### config.mk
export PLATFORM = sky130hd
export DESIGN_NAME = pld_fabric
export DESIGN_NICKNAME = d
export VERILOG_FILES = /design/src/rtl/pld_input_group.v /design/src/rtl/pld_state_cell.v /design/src/rtl/pld_fabric.v
export VERILOG_INCLUDE_DIRS = /design/src /design/src/rtl
export SDC_FILE = /design/constraint.sdc
export NUM_CORES = 1
export LEC_CHECK = 0
export ABC_CLOCK_PERIOD_IN_PS = 7590
export CAP_MARGIN = 15
export CELL_PAD_IN_SITES_DETAIL_PLACEMENT = 2
export CELL_PAD_IN_SITES_GLOBAL_PLACEMENT = 2
export CORE_ASPECT_RATIO = 0.9
export CORE_UTILIZATION = 30
export DETAILED_ROUTE_END_ITERATION = 10
export DONT_BUFFER_PORTS = 1
export GPL_TIMING_DRIVEN = 0
export HOLD_SLACK_MARGIN = 0.03
export PLACE_DENSITY = 0.66
export SYNTH_ARGS = -nofsm -noshare
export SYNTH_HDL_FRONTEND = slang
export SYNTH_SLANG_ARGS = --single-unit
### constraint.sdc
create_clock -name i_clock -period 7.59 [get_ports i_clock]
set_input_delay 1.1385 -clock i_clock [delete_from_list [all_inputs] [get_ports i_clock]]
set_output_delay 1.1385 -clock i_clock [all_outputs]
set_load 0.05 [all_outputs]
### src/rtl/pld_defines.vh
// register offsets, field positions, reset values and sizes of the macrocell fabric
`ifndef PLD_DEFINES_VH
`define PLD_DEFINES_VH

// ------------------------------------------------------------
// fabric sizes
// ------------------------------------------------------------
`define PLD_NUM_INPUTS 10
`define PLD_NUM_PIN_CELLS 10
`define PLD_NUM_BURIED_CELLS 8
`define PLD_NUM_CELLS 18
`define PLD_NUM_SUM_TERMS 36
`define PLD_RESET_TERM_INDEX 64
`define PLD_OE_TERM_FIRST 65
`define PLD_OE_TERM_LAST 74
`define PLD_ARCH_WORD_BITS 68

// ------------------------------------------------------------
// register byte offsets (apb, one aligned word each)
// ------------------------------------------------------------
`define PLD_ADDR_W 8
`define PLD_OFS_INPUT_CTRL 8'h00
`define PLD_OFS_CLOCK_SOURCE 8'h04
`define PLD_OFS_BYPASS 8'h08
`define PLD_OFS_DATA_POL 8'h0C
`define PLD_OFS_ENABLE_POL 8'h10
`define PLD_OFS_CELL_STATE 8'h14
`define PLD_OFS_INPUT_STATE 8'h18

// ------------------------------------------------------------
// input control field positions
// ------------------------------------------------------------
`define PLD_BIT_INPUT_SYNC 0
`define PLD_BIT_INPUT_LATCH 1
`define PLD_BIT_BIDIR_SYNC 2
`define PLD_BIT_BIDIR_LATCH 3

// ------------------------------------------------------------
// reset values
// ------------------------------------------------------------
`define PLD_RST_INPUT_CTRL 4'h0
`define PLD_RST_CELL_CFG 18'h00000
`define PLD_RST_DATA_POL 10'h000

`endif

### src/rtl/pld_input_group.v
// one input cell group: asynchronous, latched or registered capture of synced pins
`default_nettype none

module pld_input_group (
    input wire i_clock,          // system clock
    input wire i_rst,            // async reset, active high
    input wire [9:0] i_pin,      // synced pin levels
    input wire i_cap_level,      // synced input capture clock level
    input wire i_cap_rise,       // one-cycle pulse on capture clock rise
    input wire i_sync_select,    // 1: latch or register path
    input wire i_latch_select,   // 1: latch, 0: register
    output wire [9:0] o_value    // value seen by the array
);

    reg [9:0] hold_reg;

    genvar b;
    generate
        for (b = 0; b < 10; b = b + 1) begin : g_bit
            always @(posedge i_clock or posedge i_rst) begin
                if (i_rst) begin
                    hold_reg[b] <= 1'b0;
                end else if (i_latch_select) begin
                    // transparent while the capture clock is high
                    if (i_cap_level) begin
                        hold_reg[b] <= i_pin[b];
                    end
                end else if (i_cap_rise) begin
                    hold_reg[b] <= i_pin[b];
                end
            end
            // latch mode is shown live while open, as a real latch would be
            assign o_value[b] = !i_sync_select ? i_pin[b] :
                (i_latch_select && i_cap_level) ? i_pin[b] : hold_reg[b];
        end
    endgenerate

endmodule

`default_nettype wire

### src/rtl/pld_state_cell.v
// one output or buried state cell: combinational, sum-term clocked or clock-enabled register
`default_nettype none

module pld_state_cell (
    input wire i_clock,          // system clock
    input wire i_clear,          // async clear, active high
    input wire i_data_term,      // data sum term
    input wire i_enable_term,    // enable or clock sum term
    input wire i_enable_pol,     // enable term polarity select
    input wire i_clock_source,   // 1: common output clock
    input wire i_bypass,         // 1: combinational
    input wire i_ock_rise,       // pulse on output register clock rise
    output wire o_value          // cell value before the pin buffer
);

    reg q_reg;
    reg e_prev_reg;
    wire e_eff;

    assign e_eff = i_enable_term ^ i_enable_pol;

    always @(posedge i_clock or posedge i_clear) begin
        if (i_clear) begin
            q_reg <= 1'b0;
            e_prev_reg <= 1'b1; // a term left high across a clear is no edge
        end else begin
            e_prev_reg <= e_eff;
            if (!i_bypass) begin
                if (i_clock_source) begin
                    if (i_ock_rise && e_eff) begin
                        q_reg <= i_data_term;
                    end
                    // inactive enable keeps the state
                end else if (e_eff && !e_prev_reg) begin
                    q_reg <= i_data_term;
                end
            end
        end
    end

    // bypass set with clock source set is not a valid setting; treated as combinational
    assign o_value = i_bypass ? i_data_term : q_reg;

endmodule

`default_nettype wire

### src/rtl/pld_fabric.v
// macrocell fabric: input groups, output and buried cells, apb architecture registers
//
// Contract
// - each input group: async, latched or registered
// - latch transparent while capture clock high
// - register captures on capture clock rise
// - sync bit picks capture path, latch bit type
// - latch when latch bit set, else register
// - eight buried cells feed array only
// - ten output cells drive pins and feed back
// - output and buried cells configured one by one
// - common clock with enable term as enable
// - enable term clocks register directly
// - bypass makes cell combinational
// - output cell pin polarity selectable
// - buried cells have no polarity bit
// - enable term polarity selectable per cell
// - output pins bidirectional, own enable term
// - reset term clears all cell registers asynchronously
// - registers reset low, pins show high
// - output cells feed back before and after buffer
// - term 64 resets, terms 65-74 enable outputs
// - 18 data and 18 enable sum terms
// - power-up clears all registers low
//
// Design decisions made here: the register addresses and register access over APB.
`include "pld_defines.vh"
`default_nettype none

module pld_fabric (
    input wire i_clock,                  // 50 MHz system clock
    input wire i_rst,                    // async reset, active high
    input wire i_psel,                   // apb select
    input wire i_penable,                // apb enable
    input wire i_pwrite,                 // apb direction
    input wire [7:0] i_paddr,            // apb byte address
    input wire [31:0] i_pwdata,          // apb write data
    output wire [31:0] o_prdata,         // apb read data
    output wire o_pready,                // apb ready
    output wire o_pslverr,               // apb error on unmapped address
    input wire [9:0] i_dedicated_pin,    // dedicated input pins
    input wire [9:0] i_bidir_pin,        // bidirectional pin levels
    output wire [9:0] o_bidir_pin,       // bidirectional pin drive level
    output wire [9:0] o_bidir_oe,        // bidirectional pin drive enable
    input wire i_input_capture_clock,    // input capture clock pin
    input wire i_output_register_clock,  // output register clock pin
    input wire [17:0] i_data_sum_term,   // data sum terms, one per cell
    input wire [17:0] i_enable_sum_term, // enable or clock sum terms
    input wire i_reset_product_term,     // common cell reset term
    input wire [9:0] i_output_enable_term, // output enable product terms
    output wire [9:0] o_dedicated_feedback, // dedicated input cells to array
    output wire [9:0] o_bidir_feedback,  // bidir input cells to array
    output wire [17:0] o_cell_feedback,  // cell values before the buffer
    output wire o_capture_clock_feedback // capture clock level to array
);

    // ------------------------------------------------------------
    // architecture registers
    // ------------------------------------------------------------
    reg [3:0] input_ctrl_reg;
    reg [17:0] clock_source_reg;
    reg [17:0] bypass_reg;
    reg [9:0] data_pol_reg;
    reg [17:0] enable_pol_reg;

    // ------------------------------------------------------------
    // apb slave
    // ------------------------------------------------------------
    reg [31:0] prdata_reg;
    reg pready_reg;
    reg pslverr_reg;
    reg [31:0] rdata_next;
    reg hit_next;
    wire apb_setup;
    wire apb_write;

    assign apb_setup = i_psel && !i_penable;
    assign apb_write = i_psel && i_penable && pready_reg && i_pwrite;

    // ------------------------------------------------------------
    // pin synchronisers
    // ------------------------------------------------------------
    reg [9:0] ded_meta_reg;
    reg [9:0] ded_sync_reg;
    reg [9:0] bid_meta_reg;
    reg [9:0] bid_sync_reg;
    reg [1:0] clk_meta_reg;
    reg [1:0] clk_sync_reg;
    reg [1:0] clk_prev_reg;
    wire icap_rise;
    wire ock_rise;

    always @(posedge i_clock or posedge i_rst) begin
        if (i_rst) begin
            ded_meta_reg <= 10'h000;
            ded_sync_reg <= 10'h000;
            bid_meta_reg <= 10'h000;
            bid_sync_reg <= 10'h000;
            clk_meta_reg <= 2'h0;
            clk_sync_reg <= 2'h0;
            clk_prev_reg <= 2'h0;
        end else begin
            ded_meta_reg <= i_dedicated_pin;
            ded_sync_reg <= ded_meta_reg;
            bid_meta_reg <= i_bidir_pin;
            bid_sync_reg <= bid_meta_reg;
            clk_meta_reg <= {i_output_register_clock, i_input_capture_clock};
            clk_sync_reg <= clk_meta_reg;
            clk_prev_reg <= clk_sync_reg;
        end
    end

    assign icap_rise = clk_sync_reg[0] && !clk_prev_reg[0];
    assign ock_rise = clk_sync_reg[1] && !clk_prev_reg[1];

    // ------------------------------------------------------------
    // input cell groups, each configured as a whole
    // ------------------------------------------------------------
    wire [9:0] ded_value;
    wire [9:0] bid_value;

    pld_input_group u_dedicated_input_cell (
        .i_clock(i_clock),
        .i_rst(i_rst),
        .i_pin(ded_sync_reg),
        .i_cap_level(clk_sync_reg[0]),
        .i_cap_rise(icap_rise),
        .i_sync_select(input_ctrl_reg[`PLD_BIT_INPUT_SYNC]),
        .i_latch_select(input_ctrl_reg[`PLD_BIT_INPUT_LATCH]),
        .o_value(ded_value)
    );

    // the bidir pin reads back the driven level while enabled, else the outside data
    pld_input_group u_bidir_pin_input_cell (
        .i_clock(i_clock),
        .i_rst(i_rst),
        .i_pin(bid_sync_reg),
        .i_cap_level(clk_sync_reg[0]),
        .i_cap_rise(icap_rise),
        .i_sync_select(input_ctrl_reg[`PLD_BIT_BIDIR_SYNC]),
        .i_latch_select(input_ctrl_reg[`PLD_BIT_BIDIR_LATCH]),
        .o_value(bid_value)
    );

    // ------------------------------------------------------------
    // output and buried state cells
    // ------------------------------------------------------------
    // cells 0..9 are pin output cells, 10..17 buried state cells
    wire cell_clear;
    wire [17:0] cell_value;

    // a glitch on the reset term clears the cells; keep that term clean in the array
    assign cell_clear = i_rst || i_reset_product_term;

    genvar c;
    generate
        for (c = 0; c < `PLD_NUM_CELLS; c = c + 1) begin : g_cell
            pld_state_cell u_cell (
                .i_clock(i_clock),
                .i_clear(cell_clear),
                .i_data_term(i_data_sum_term[c]),
                .i_enable_term(i_enable_sum_term[c]),
                .i_enable_pol(enable_pol_reg[c]),
                .i_clock_source(clock_source_reg[c]),
                .i_bypass(bypass_reg[c]),
                .i_ock_rise(ock_rise),
                .o_value(cell_value[c])
            );
        end
    endgenerate

    // ------------------------------------------------------------
    // pin buffers and feedback
    // ------------------------------------------------------------
    reg [9:0] pin_out_reg;
    reg [9:0] pin_oe_reg;
    reg [9:0] ded_fb_reg;
    reg [9:0] bid_fb_reg;
    reg [17:0] cell_fb_reg;
    reg capclk_fb_reg;

    always @(posedge i_clock or posedge i_rst) begin
        if (i_rst) begin
            pin_out_reg <= 10'h3FF;
            pin_oe_reg <= 10'h000;
            ded_fb_reg <= 10'h000;
            bid_fb_reg <= 10'h000;
            cell_fb_reg <= 18'h00000;
            capclk_fb_reg <= 1'b0;
        end else begin
            // inverting buffer; the polarity bit undoes the inversion
            pin_out_reg <= ~(cell_value[9:0] ^ data_pol_reg);
            pin_oe_reg <= i_output_enable_term;
            ded_fb_reg <= ded_value;
            bid_fb_reg <= bid_value;
            // buried cells reach only this feedback, never a pin
            cell_fb_reg <= cell_value;
            capclk_fb_reg <= clk_sync_reg[0];
        end
    end

    assign o_bidir_pin = pin_out_reg;
    assign o_bidir_oe = pin_oe_reg;
    assign o_dedicated_feedback = ded_fb_reg;
    assign o_bidir_feedback = bid_fb_reg;
    assign o_cell_feedback = cell_fb_reg;
    assign o_capture_clock_feedback = capclk_fb_reg;

    // ------------------------------------------------------------
    // register read decode
    // ------------------------------------------------------------
    always @* begin
        rdata_next = 32'h00000000;
        hit_next = 1'b1;
        case (i_paddr)
            `PLD_OFS_INPUT_CTRL: begin
                rdata_next[3:0] = input_ctrl_reg;
            end
            `PLD_OFS_CLOCK_SOURCE: begin
                rdata_next[17:0] = clock_source_reg;
            end
            `PLD_OFS_BYPASS: begin
                rdata_next[17:0] = bypass_reg;
            end
            `PLD_OFS_DATA_POL: begin
                rdata_next[9:0] = data_pol_reg;
            end
            `PLD_OFS_ENABLE_POL: begin
                rdata_next[17:0] = enable_pol_reg;
            end
            `PLD_OFS_CELL_STATE: begin
                rdata_next[17:0] = cell_fb_reg;
            end
            `PLD_OFS_INPUT_STATE: begin
                rdata_next[19:0] = {bid_fb_reg, ded_fb_reg};
            end
            default: begin
                hit_next = 1'b0;
            end
        endcase
    end

    // ------------------------------------------------------------
    // apb handshake: one wait-free access phase
    // ------------------------------------------------------------
    always @(posedge i_clock or posedge i_rst) begin
        if (i_rst) begin
            prdata_reg <= 32'h00000000;
            pready_reg <= 1'b0;
            pslverr_reg <= 1'b0;
        end else begin
            pready_reg <= apb_setup;
            if (apb_setup) begin
                prdata_reg <= i_pwrite ? 32'h00000000 : rdata_next;
                pslverr_reg <= !hit_next;
            end else begin
                pslverr_reg <= 1'b0;
            end
        end
    end

    assign o_prdata = prdata_reg;
    assign o_pready = pready_reg;
    assign o_pslverr = pslverr_reg;

    // ------------------------------------------------------------
    // architecture register writes
    // ------------------------------------------------------------
    // a write takes effect at the access edge; cells switch mode at once, so
    // change modes only while the pins feeding the array are quiet
    always @(posedge i_clock or posedge i_rst) begin
        if (i_rst) begin
            input_ctrl_reg <= `PLD_RST_INPUT_CTRL;
            clock_source_reg <= `PLD_RST_CELL_CFG;
            bypass_reg <= `PLD_RST_CELL_CFG;
            data_pol_reg <= `PLD_RST_DATA_POL;
            enable_pol_reg <= `PLD_RST_CELL_CFG;
        end else if (apb_write) begin
            case (i_paddr)
                `PLD_OFS_INPUT_CTRL: begin
                    input_ctrl_reg <= i_pwdata[3:0];
                end
                `PLD_OFS_CLOCK_SOURCE: begin
                    clock_source_reg <= i_pwdata[17:0];
                end
                `PLD_OFS_BYPASS: begin
                    bypass_reg <= i_pwdata[17:0];
                end
                `PLD_OFS_DATA_POL: begin
                    data_pol_reg <= i_pwdata[9:0];
                end
                `PLD_OFS_ENABLE_POL: begin
                    enable_pol_reg <= i_pwdata[17:0];
                end
                default: begin
                    input_ctrl_reg <= input_ctrl_reg;
                end
            endcase
        end
    end

endmodule

`default_nettype wire

==> results of run 1 <==
[cell usage in the layout (no fill, tap or decap), types with 3 or more instances in the layout]
cell type and instances:
xor2_1 18, a32oi_1 3, buf_2 5, nand3_1 4, nor3_1 3, inv_1 20
nor2_1 28, xnor2_1 10, mux2i_1 18, o22ai_1 3, nand2_1 19, o31ai_1 18
clkbuf_1 16, or3_1 4, o21ai_0 33, mux4_2 3, buf_6 4, nor2b_1 3
nand2b_1 22, nand3b_1 10, a22o_1 9, clkbuf_16 28, o2bb2ai_1 10, dfstp_2 28
buf_1 8, buf_4 14, clkbuf_8 7, a22oi_1 13, mux2_2 113, mux2_4 10
a21oi_1 24, mux2_1 9, clkinv_2 5, dfrtp_1 222, conb_1 12
[final cells by class]
| class | count | area [sq um] |
|---|---|---|
| Fill cell | 3364 | 21400 |
| Sequential cell | 250 | 6290 |
| Timing Repair Buffer | 3 | 58.8 |
| Clock inverter | 8 | 78.8 |
| Tap cell | 422 | 528 |
| Buffer | 39 | 228 |
| Multi-Input combinational cell | 426 | 3500 |
| Clock buffer | 42 | 823 |
| Inverter | 21 | 86.3 |
[power groups by stage]
stage | Clock, W | Combinational [W] | Sequential (W)
after CTS | 0.00137 | 0.000188 | 0.00157
after global placement | 0 | 0.000177 | 0.00159
after detailed placement | 0 | 0.000187 | 0.00159
after floorplan | 0 | 0.000137 | 0.00157
final | 0.00132 | 0.000182 | 0.00157
after global routing | 0.00142 | 0.000202 | 0.00157
[cells in the mapped netlist, types with 10 or more instances]
cell type,n
a21oi_1,24
a22oi_1,13
buf_4,14
dfrtp_1,222
dfstp_2,28
inv_1,21
mux2_2,113
mux2_4,10
mux2i_1,18
nand2_1,19
nand2b_1,22
nand3b_1,10
nor2_1,29
o21ai_0,33
o2bb2ai_1,10
o31ai_1,18
xnor2_1,10
xor2_1,18
[worst min path at each step]
stage / startpoint / to / slack [ns] / depth (start not counted)
2_1_floorplan: bid_meta_reg[0] / bid_sync_reg[0] / 0.33 / 0
3_3_place_gp: ded_meta_reg[3] / ded_sync_reg[3] / 0.33 / 0
3_5_place_dp: ded_meta_reg[3] / ded_sync_reg[3] / 0.34 / 0
4_1_cts: ded_meta_reg[3] / ded_sync_reg[3] / 0.35 / 0
5_1_grt: ded_meta_reg[7] / ded_sync_reg[7] / 0.36 / 0
6_report: ded_meta_reg[3] / ded_sync_reg[3] / 0.35 / 0
[cells by family after synthesis]
| kind of cell | Yosys count |
|---|---|
| buf+inv | 60 |
| mux | 153 |
| compound gates | 127 |
| other cells | 1 |
| xor+xnor | 28 |
| simple gates | 106 |
| flops | 250 |
[stage by stage]
| step | total power, W | TNS, ns |
|---|---|---|
| final | 0.00307 | 0 |
| after global routing | 0.00319 | 0 |
| after CTS | 0.00312 | 0 |
| after detailed placement | 0.00178 | 0 |
| after global placement | 0.00177 | -420.22 |
| after floorplan | 0.00170 | 0 |
[critical path: stages]
cell and delay, ns:
buf_2 0.30, buf_1 0.65, nand3_2 0.58, mux2_2 0.45
[metal layers]
layer | GRT usage, % | up-vias
met5 | 0 | -
met4 | 4.99 | 0
met3 | 5.20 | 51
met2 | 29.3 | 161
met1 | 21.9 | 3175
li1 | - | 2636
==> flow_summary_export.csv, run 1 <==
group,metric,value,unit
job,maxCapViolations,0,
floorplan,core-area,0.0329,sq mm
critical_path,crit_fanout,10,
yosys,ys_warn_count,0,
place,place.port_buffers,0,
floorplan,io_pins,207,
detailed_routing,routedLengthMet1,12.5,mm
final_layout,fin_util,35.2,%
critical_path,r2r-end,"g_cell[7].u_cell.q_reg",
critical_path,required,8.01,ns
place,dp_slack,4.26,ns
critical_path,cp-end-kind,"register",
timing,finalSetupViolCount,0,
timing,slew_headroom,33.9,%
yosys,synthTopCellsByArea,"dfrtp_1, mux2_2, dfstp_2",
worst_hold_path,hp-class,"reg2reg",
critical_path,criticalPathCategory,"in2reg",
yosys,synth_top_area_share,55.3,%
timing,fmax,369,MHz
critical_path,reg2reg_slack,4.92,ns
detailed_routing,wl_met3,2.08,mm
floorplan,die_w,195,microns
yosys,yosys.area_share.adder,0,%
yosys,seq_area_frac_synth,62.6,%
cts,hold_buffers,0,
final_layout,area_growth,15.4,%
detailed_routing,viasPerCell,4.97,
yosys,yosys.area_share.simple,5.88,%
cts,clkSinkCount,250,
cts,cts_buffer_depth,3,
detailed_routing,wl_met2,14.5,mm
detailed_routing,route.detailed.drc,0,
place,hpwl,21.2,mm
timing,worstMarginPinSlew,0.985,ns
place,placed_area,0.0107,sq mm
final_layout,post-route-cell-area,0.0116,sq mm
pwr,irDropWorstVdd,181,uV
cts,cts-resized-gates,0,
place,place_congestion,0.793,
yosys,synth_compound_area_share,8.33,%
yosys,syn_inst,725,
timing,timing.final.crit_share,35.7,%
pwr,pwr-share-clk,43.1,%
critical_path,endpoint,"data_pol_reg[4]",
timing,setup_slack,4.88,ns
detailed_routing,ant_nets,0,
yosys,async_flop_share,100,%
yosys,yosys.cell_types.count,52,
detailed_routing,routedWlPerCell,24.6,microns
detailed_routing,drt-initial-drc-count,264,
timing,drv_slew,0,
pwr,pwr-share-seq,51.0,%
pwr,switching_share,26.3,%
critical_path,cp.arrival,3.13,ns
floorplan,rows,63,
pwr,power.switching,0.000807,W
cts,cts_tree,"yes",
cts,post-cts-setup-buffers,0,
detailed_routing,highest_layer,"met4",
timing,fin_crit,2.71,ns
run_status,outcome,"finished, final reports clean",
critical_path,r2r_cells,6,
floorplan,start_util,30.5,%
final_layout,n_antenna_cell,0,
yosys,avgSynthCellArea,13.9,sq um
timing,rsz0062_at_grt,"false",
final_layout,drive_gt1_share,29.4,%
yosys,synth-edff-count,0,
cts,cts_root_buffer,"clkbuf_16",
grt,grt_max_degree,109,
yosys,yosys.area_share.xor_xnor,2.44,%
yosys,synth_seq_cells,250,
grt,grt_remaining_overflow,0,
final_layout,largest_reg_flops,20,
timing,hold_viol_final,0,
detailed_routing,vias,6023,
final_layout,nNetsFinal,883,
floorplan,fp.dieH,176,microns
place,dp_cells,1161,
yosys,synth_mux_area_share,17.6,%
grt,grt_pass1_wl,44.2,mm
critical_path,worst_setup_path_start_kind,"input pin",
pwr,pwr-share-comb,5.9,%
cts,cts-htree-levels,1,
yosys,ys.flop_type,"dfrtp_1",
final_layout,final_cells,1211,
critical_path,r2r-start,"clk_sync_reg[1]",
yosys,synth_area,0.0100,sq mm
cts,clk_latency,0.55,ns
yosys,synth_top_area_cell,"dfrtp_1",
cts,clk_pin_slew,0.06,ns
floorplan,dieArea,0.0342,sq mm
cts,cts_buffers,28,
grt,antenna_found_initial,0,
critical_path,crit_start,"i_paddr[2]",
grt,grt_pass1_vias,6677,
timing,skew,0.0204,ns
detailed_routing,first_pass_iters,4,
yosys,synth_top_family_by_area,"multiplexers",
timing,hold_ws,0.347,ns
detailed_routing,wl,29.8,mm
pwr,power.leakage,5.21,nW
grt,grt_use_total,17.5,%
pwr,powerDensity,265,mW/mm^2
pwr,internal_power,0.00226,W
Power figures use the tool's default switching activity.
==> inputs of run 2 (changes only) <==
--- a/config.mk
+++ b/config.mk
@@ -6,7 +6,7 @@
 export SDC_FILE = /design/constraint.sdc
 export NUM_CORES = 1
 export LEC_CHECK = 0
-export ABC_CLOCK_PERIOD_IN_PS = 7590
+export ABC_CLOCK_PERIOD_IN_PS = 2490
 export CAP_MARGIN = 15
 export CELL_PAD_IN_SITES_DETAIL_PLACEMENT = 2
 export CELL_PAD_IN_SITES_GLOBAL_PLACEMENT = 2
@@ -16,7 +16,7 @@
 export DONT_BUFFER_PORTS = 1
 export GPL_TIMING_DRIVEN = 0
 export HOLD_SLACK_MARGIN = 0.03
-export PLACE_DENSITY = 0.66
+export PLACE_DENSITY = 0.69
 export SYNTH_ARGS = -nofsm -noshare
 export SYNTH_HDL_FRONTEND = slang
 export SYNTH_SLANG_ARGS = --single-unit
==> constraint.sdc (replaced) <==
create_clock -name i_clock -period 2.49 [get_ports i_clock]
set_input_delay 0.3735 -clock i_clock [delete_from_list [all_inputs] [get_ports i_clock]]
set_output_delay 0.3735 -clock i_clock [all_outputs]
set_load 0.05 [all_outputs]
==> flow_summary_export.csv, run 2 (same netlist as run 1, synthesis figures left out) <==
group,metric,value,unit
timing,slew_headroom,43.0,%
final_layout,area_growth,25.8,%
cts,clkSinkCount,250,
timing,timing.final.crit_share,94.7,%
detailed_routing,routedWlPerCell,23.7,microns
detailed_routing,vias,6471,
cts,clk_pin_slew,0.06,ns
grt,grt_use_total,18.5,%
detailed_routing,routedLengthMet1,13.5,mm
detailed_routing,ant_nets,0,
grt,grt_pass1_wl,47.4,mm
cts,cts_buffers,29,
pwr,powerDensity,771,mW/mm^2
grt,grt_pass1_vias,7435,
cts,cts-htree-levels,1,
timing,worstMarginPinSlew,0.854,ns
run_status,outcome,"finished, final reports clean",
timing,hold_viol_final,0,
place,place_congestion,0.776,
critical_path,r2r_cells,5,
cts,cts_buffer_depth,3,
detailed_routing,wl_met2,14.9,mm
detailed_routing,route.detailed.drc,0,
floorplan,rows,63,
timing,fin_crit,2.36,ns
detailed_routing,first_pass_iters,4,
critical_path,cp.depth,5,
cts,clk_latency,0.55,ns
critical_path,required,2.92,ns
final_layout,drive_gt1_share,26.8,%
pwr,pwr-share-seq,49.0,%
pwr,irDropWorstVdd,537,uV
critical_path,cp-end-kind,"register",
cts,post-cts-setup-buffers,0,
timing,skew,0.00804,ns
grt,grt_max_degree,44,
place,hpwl,21.9,mm
critical_path,path_cells,"nand4_1 -> nor4_4 -> nand2_4 -> buf_6 -> mux2_4",
pwr,power.switching,0.00254,W
final_layout,nNetsFinal,978,
detailed_routing,wl,31.0,mm
pwr,pwr-share-comb,7.3,%
critical_path,criticalPathCategory,"reg2reg",
grt,antenna_found_initial,1,
grt,grt_remaining_overflow,0,
final_layout,layout_commonest_cell,"dfrtp_1",
detailed_routing,wl_met3,1.90,mm
critical_path,timing.critical_path.slowest_cell_delay,0.65,ns
place,place.port_buffers,0,
critical_path,crit_fanout,10,
floorplan,start_util,30.5,%
floorplan,fp.dieH,176,microns
floorplan,die_w,195,microns
timing,rsz0062_at_grt,"false",
pwr,p_total,0.00974,W
critical_path,worst-path-buf-inv,1,
floorplan,io_pins,207,
critical_path,critPathTopFamily,"simple AND/OR/NAND/NOR gates",
final_layout,layout_common_cells,"dfrtp_1, mux2_2, dlygate4sd3_1",
timing,drv_slew,0,
detailed_routing,highest_layer,"met5",
critical_path,worst_setup_path_start_kind,"register",
pwr,switching_share,26.1,%
pwr,power.leakage,5.64,nW
timing,hold_ws,0.0666,ns
critical_path,cp.arrival,2.79,ns
detailed_routing,viasPerCell,4.95,
pwr,pwr-share-clk,43.6,%
pwr,internal_power,0.00719,W
critical_path,cp_slowest_cell,"dfrtp_1",
timing,fmax,424,MHz
worst_hold_path,holdPathStages,2,
final_layout,largest_reg_flops,20,
timing,finalSetupViolCount,0,
worst_hold_path,hp-class,"in2reg",
detailed_routing,drt-initial-drc-count,177,
cts,cts_tree,"yes",
floorplan,core-area,0.0329,sq mm
cts,cts_root_buffer,"clkbuf_16",
floorplan,dieArea,0.0342,sq mm
job,maxCapViolations,0,
-- run 2: cell count changes in the layout (fill, tap and decap cells not counted), moves of 4 or more --
cell | previous run | this run
dlygate4sd3_1 | 0 | 88
buf_12 | 1 | 6
clkbuf_1 | 16 | 20
clkinv_2 | 5 | 1
-- run 2: layout make-up --
cell class / instances / area (sq um)
Fill cell: 3369 / 20300
Sequential cell: 250 / 6290
Multi-Input combinational cell: 426 / 3500
Timing Repair Buffer: 97 / 1050
Clock buffer: 48 / 867
Tap cell: 422 / 528
Buffer: 39 / 236
Inverter: 21 / 82.6
Clock inverter: 4 / 73.8
Antenna cell: 1 / 2.50
-- run 2: path summary, 6_finish.rpt --
kind | startpoint | to | slack [ns]
max | o_pready | clock_source_reg[4] | 0.13
min | i_pwrite | o_prdata[14] | 0.07
max reg2reg | o_pready | clock_source_reg[4] | 0.13
min reg2reg | ded_meta_reg[5] | ded_sync_reg[5] | 0.35
max in group asynchronous | i_rst | o_bidir_pin[5] | 1.09
min in group asynchronous | i_reset_product_term | g_cell[13].u_cell.q_reg | 0.46
-- run 2: per-layer routing --
metal	up-vias	track usage, %
met3	44	4.61
met1	3447	24.0
met2	150	30.8
li1	2828	-
met5	-	0
met4	2	4.43
-- run 2: per-stage QoR --
stage | setup slack (ns) | instances | TNS (ns) | utilization (%) | instance area [sq um]
CTS | 0.0233 | 1305 | 0 | 38.3 | 12600
finish | 0.131 | 1308 | 0 | 38.3 | 12600
floorplan | -0.659 | 736 | -134.54 | - | 10100
global placement | -2.02 | 1158 | -461.58 | 32.2 | 10600
global route | 0.0142 | 1307 | 0 | 38.3 | 12600
detailed placement | -0.208 | 1165 | -1.86 | 32.7 | 10800
-- run 2: power by group through the flow --
stage	clock (W)	combinational, W	sequential [W]
4_1_cts	0.00437	0.000726	0.00478
6_report	0.00425	0.000714	0.00477
3_3_place_gp	0	0.000536	0.00484
3_5_place_dp	0	0.000586	0.00485
2_1_floorplan	0	0.000418	0.00478
5_1_grt	0.00451	0.000786	0.00480
-- run 2: repair_timing --
item                                   4_1_cts  5_1_grt
gates resized for setup                      2        3
setup endpoints to repair                   10       11
hold buffers                                88        0
endpoints found under the hold margin      190        0
==> inputs of run 3 (changes only) <==
--- a/config.mk
+++ b/config.mk
@@ -8,7 +8,7 @@
 export LEC_CHECK = 0
 export ABC_CLOCK_PERIOD_IN_PS = 2490
 export CAP_MARGIN = 15
-export CELL_PAD_IN_SITES_DETAIL_PLACEMENT = 2
+export CELL_PAD_IN_SITES_DETAIL_PLACEMENT = 1
 export CELL_PAD_IN_SITES_GLOBAL_PLACEMENT = 2
 export CORE_ASPECT_RATIO = 0.9
 export CORE_UTILIZATION = 30
==> flow_summary_export.csv, run 3 (same netlist as run 1, synthesis figures left out) <==
group,metric,value,unit
timing,slew_headroom,43.4,%
detailed_routing,wl_met2,13.9,mm
timing,worstMarginPinSlew,0.850,ns
floorplan,core-area,0.0329,sq mm
timing,finalSetupViolCount,0,
worst_hold_path,hp-class,"in2reg",
critical_path,worst-path-buf-inv,1,
detailed_routing,ant_nets,0,
cts,post-cts-setup-buffers,0,
final_layout,largest_reg_flops,20,
critical_path,required,2.92,ns
floorplan,dieArea,0.0342,sq mm
cts,clkSinkCount,250,
cts,cts_buffer_depth,3,
grt,grt_max_degree,44,
grt,grt_pass1_vias,7026,
detailed_routing,routedWlPerCell,22.4,microns
critical_path,r2r-start,"o_pready",
final_layout,layout_commonest_cell,"dfrtp_1",
final_layout,post-route-cell-area,0.0126,sq mm
worst_hold_path,holdPathStages,3,
pwr,pwr-share-clk,43.5,%
place,dp_slack,-0.147,ns
critical_path,timing.critical_path.slowest_cell_delay,0.65,ns
critical_path,critPathTopFamily,"simple AND/OR/NAND/NOR gates",
critical_path,path_cells,"nand4_1 -> nor4_4 -> nand2_4 -> buf_6 -> mux2_4",
detailed_routing,highest_layer,"met5",
final_layout,drive_gt1_share,27.2,%
place,place_congestion,0.776,
critical_path,r2r_cells,5,
pwr,pwr-share-seq,49.2,%
cts,cts-htree-levels,1,
pwr,powerDensity,767,mW/mm^2
grt,grt_remaining_overflow,0,
grt,grt_pass1_wl,45.1,mm
detailed_routing,vias,6303,
pwr,internal_power,0.00716,W
place,placed_area,0.0108,sq mm
detailed_routing,wl,29.3,mm
timing,skew,0.0119,ns
cts,cts_root_buffer,"clkbuf_16",
pwr,power.leakage,5.66,nW
worst_hold_path,worstHoldStart,"i_pwrite",
final_layout,area_growth,25.8,%
floorplan,rows,63,
timing,rsz0062_at_grt,"false",
critical_path,cp-end-kind,"register",
critical_path,cp.depth,5,
final_layout,fill_cells,3419,
final_layout,nNetsFinal,978,
final_layout,layout_common_cells,"dfrtp_1, mux2_2, dlygate4sd3_1",
timing,fmax,423,MHz
cts,clk_pin_slew,0.06,ns
critical_path,crit_fanout,10,
timing,hold_viol_final,0,
place,place.port_buffers,0,
detailed_routing,viasPerCell,4.82,
cts,cts_tree,"yes",
critical_path,reg2reg_slack,0.12,ns
job,maxCapViolations,0,
timing,fin_crit,2.37,ns
final_layout,n_antenna_cell,0,
floorplan,fp.dieH,176,microns
detailed_routing,routedLengthMet1,12.9,mm
worst_hold_path,holdPathEnd,"o_prdata[7]",
run_status,outcome,"finished, final reports clean",
critical_path,cp_slowest_cell,"dfrtp_1",
cts,cts_buffers,28,
cts,clk_latency,0.56,ns
pwr,switching_share,26.1,%
floorplan,start_util,30.5,%
timing,drv_slew,0,
floorplan,io_pins,207,
place,hpwl,20.7,mm
timing,timing.final.crit_share,95.1,%
pwr,power.switching,0.00253,W
detailed_routing,first_pass_iters,4,
detailed_routing,drt-initial-drc-count,273,
floorplan,die_w,195,microns
critical_path,r2r-end,"clock_source_reg[0]",
grt,grt_use_total,17.5,%
pwr,irDropWorstVdd,696,uV
detailed_routing,route.detailed.drc,0,
critical_path,cp.arrival,2.80,ns
detailed_routing,wl_met3,1.80,mm
critical_path,worst_setup_path_start_kind,"register",
timing,setup_slack,0.123,ns
pwr,pwr-share-comb,7.3,%
grt,antenna_found_initial,1,
critical_path,criticalPathCategory,"reg2reg",
## run 3: cell count changes in the layout (fill, tap and decap cells not counted), sizes merged
cell         change
bufinv           +1
dlygate4sd3      +1
diode            -1
clkinv           +8
clkbuf           -8
inv              -1
## run 3: power by group through the flow
stage               logic (W)  clock network (W)  registers (W)
finish               0.000706            0.00421        0.00477
global route         0.000784            0.00449        0.00480
CTS                  0.000720            0.00433        0.00478
detailed placement   0.000578                  0        0.00485
global placement     0.000536                  0        0.00484
floorplan            0.000418                  0        0.00478
## run 3: stage by stage
step	power (W)	hold WS (ns)	setup TNS, ns	instances	util [%]
detailed placement	0.00542	0.336	-1.50	1165	32.7
CTS	0.00983	0.0964	0	1306	38.3
global placement	0.00538	0.334	-461.58	1158	32.2
global route	0.0101	0.111	0	1308	38.4
floorplan	0.00520	0.331	-134.54	736	-
finish	0.00969	0.112	0	1308	38.4
## run 3: repair_timing
action	in CTS	in global routing
hold buffers	89	0
resized for setup	3	0
hold endpoints to repair	192	0
setup endpoints to repair	11	0
## run 3: worst register-to-register path, stage by stage (launching register included)
cell and delay, ns:
dfrtp_1 0.65, nand4_1 0.40, nor4_4 0.42, nand2_4 0.22, buf_6 0.25, mux2_4 0.31
## run 3: worst max-delay path by stage
stage,start,endpoint,slack [ns]
2_1_floorplan,i_rst,bid_meta_reg[0],-0.66
3_3_place_gp,i_rst,o_bidir_oe[2],-2.02
3_5_place_dp,clk_sync_reg[1],g_cell[5].u_cell.q_reg,-0.15
4_1_cts,o_pready,clock_source_reg[0],0.08
5_1_grt,clk_sync_reg[1],g_cell[3].u_cell.q_reg,0.02
6_report,o_pready,clock_source_reg[0],0.12
## run 3: layout make-up
type                            instances  area [sq um]  area share [%]
Buffer                                 39           235            1.86
Clock buffer                           40           796            6.30
Clock inverter                         12           146            1.16
Inverter                               21          82.6           0.653
Tap cell                              422           528            4.18
Sequential cell                       250          6290            49.8
Timing Repair Buffer                   98          1060            8.36
Multi-Input combinational cell        426          3500            27.7
## run 3: per-layer routing
| metal | GRT usage [%] | vias to the layer above |
|---|---|---|
| met5 | 0 | - |
| met4 | 4.33 | 2 |
| met3 | 4.34 | 51 |
| met2 | 28.6 | 159 |
| met1 | 23.3 | 3262 |
| li1 | - | 2829 |
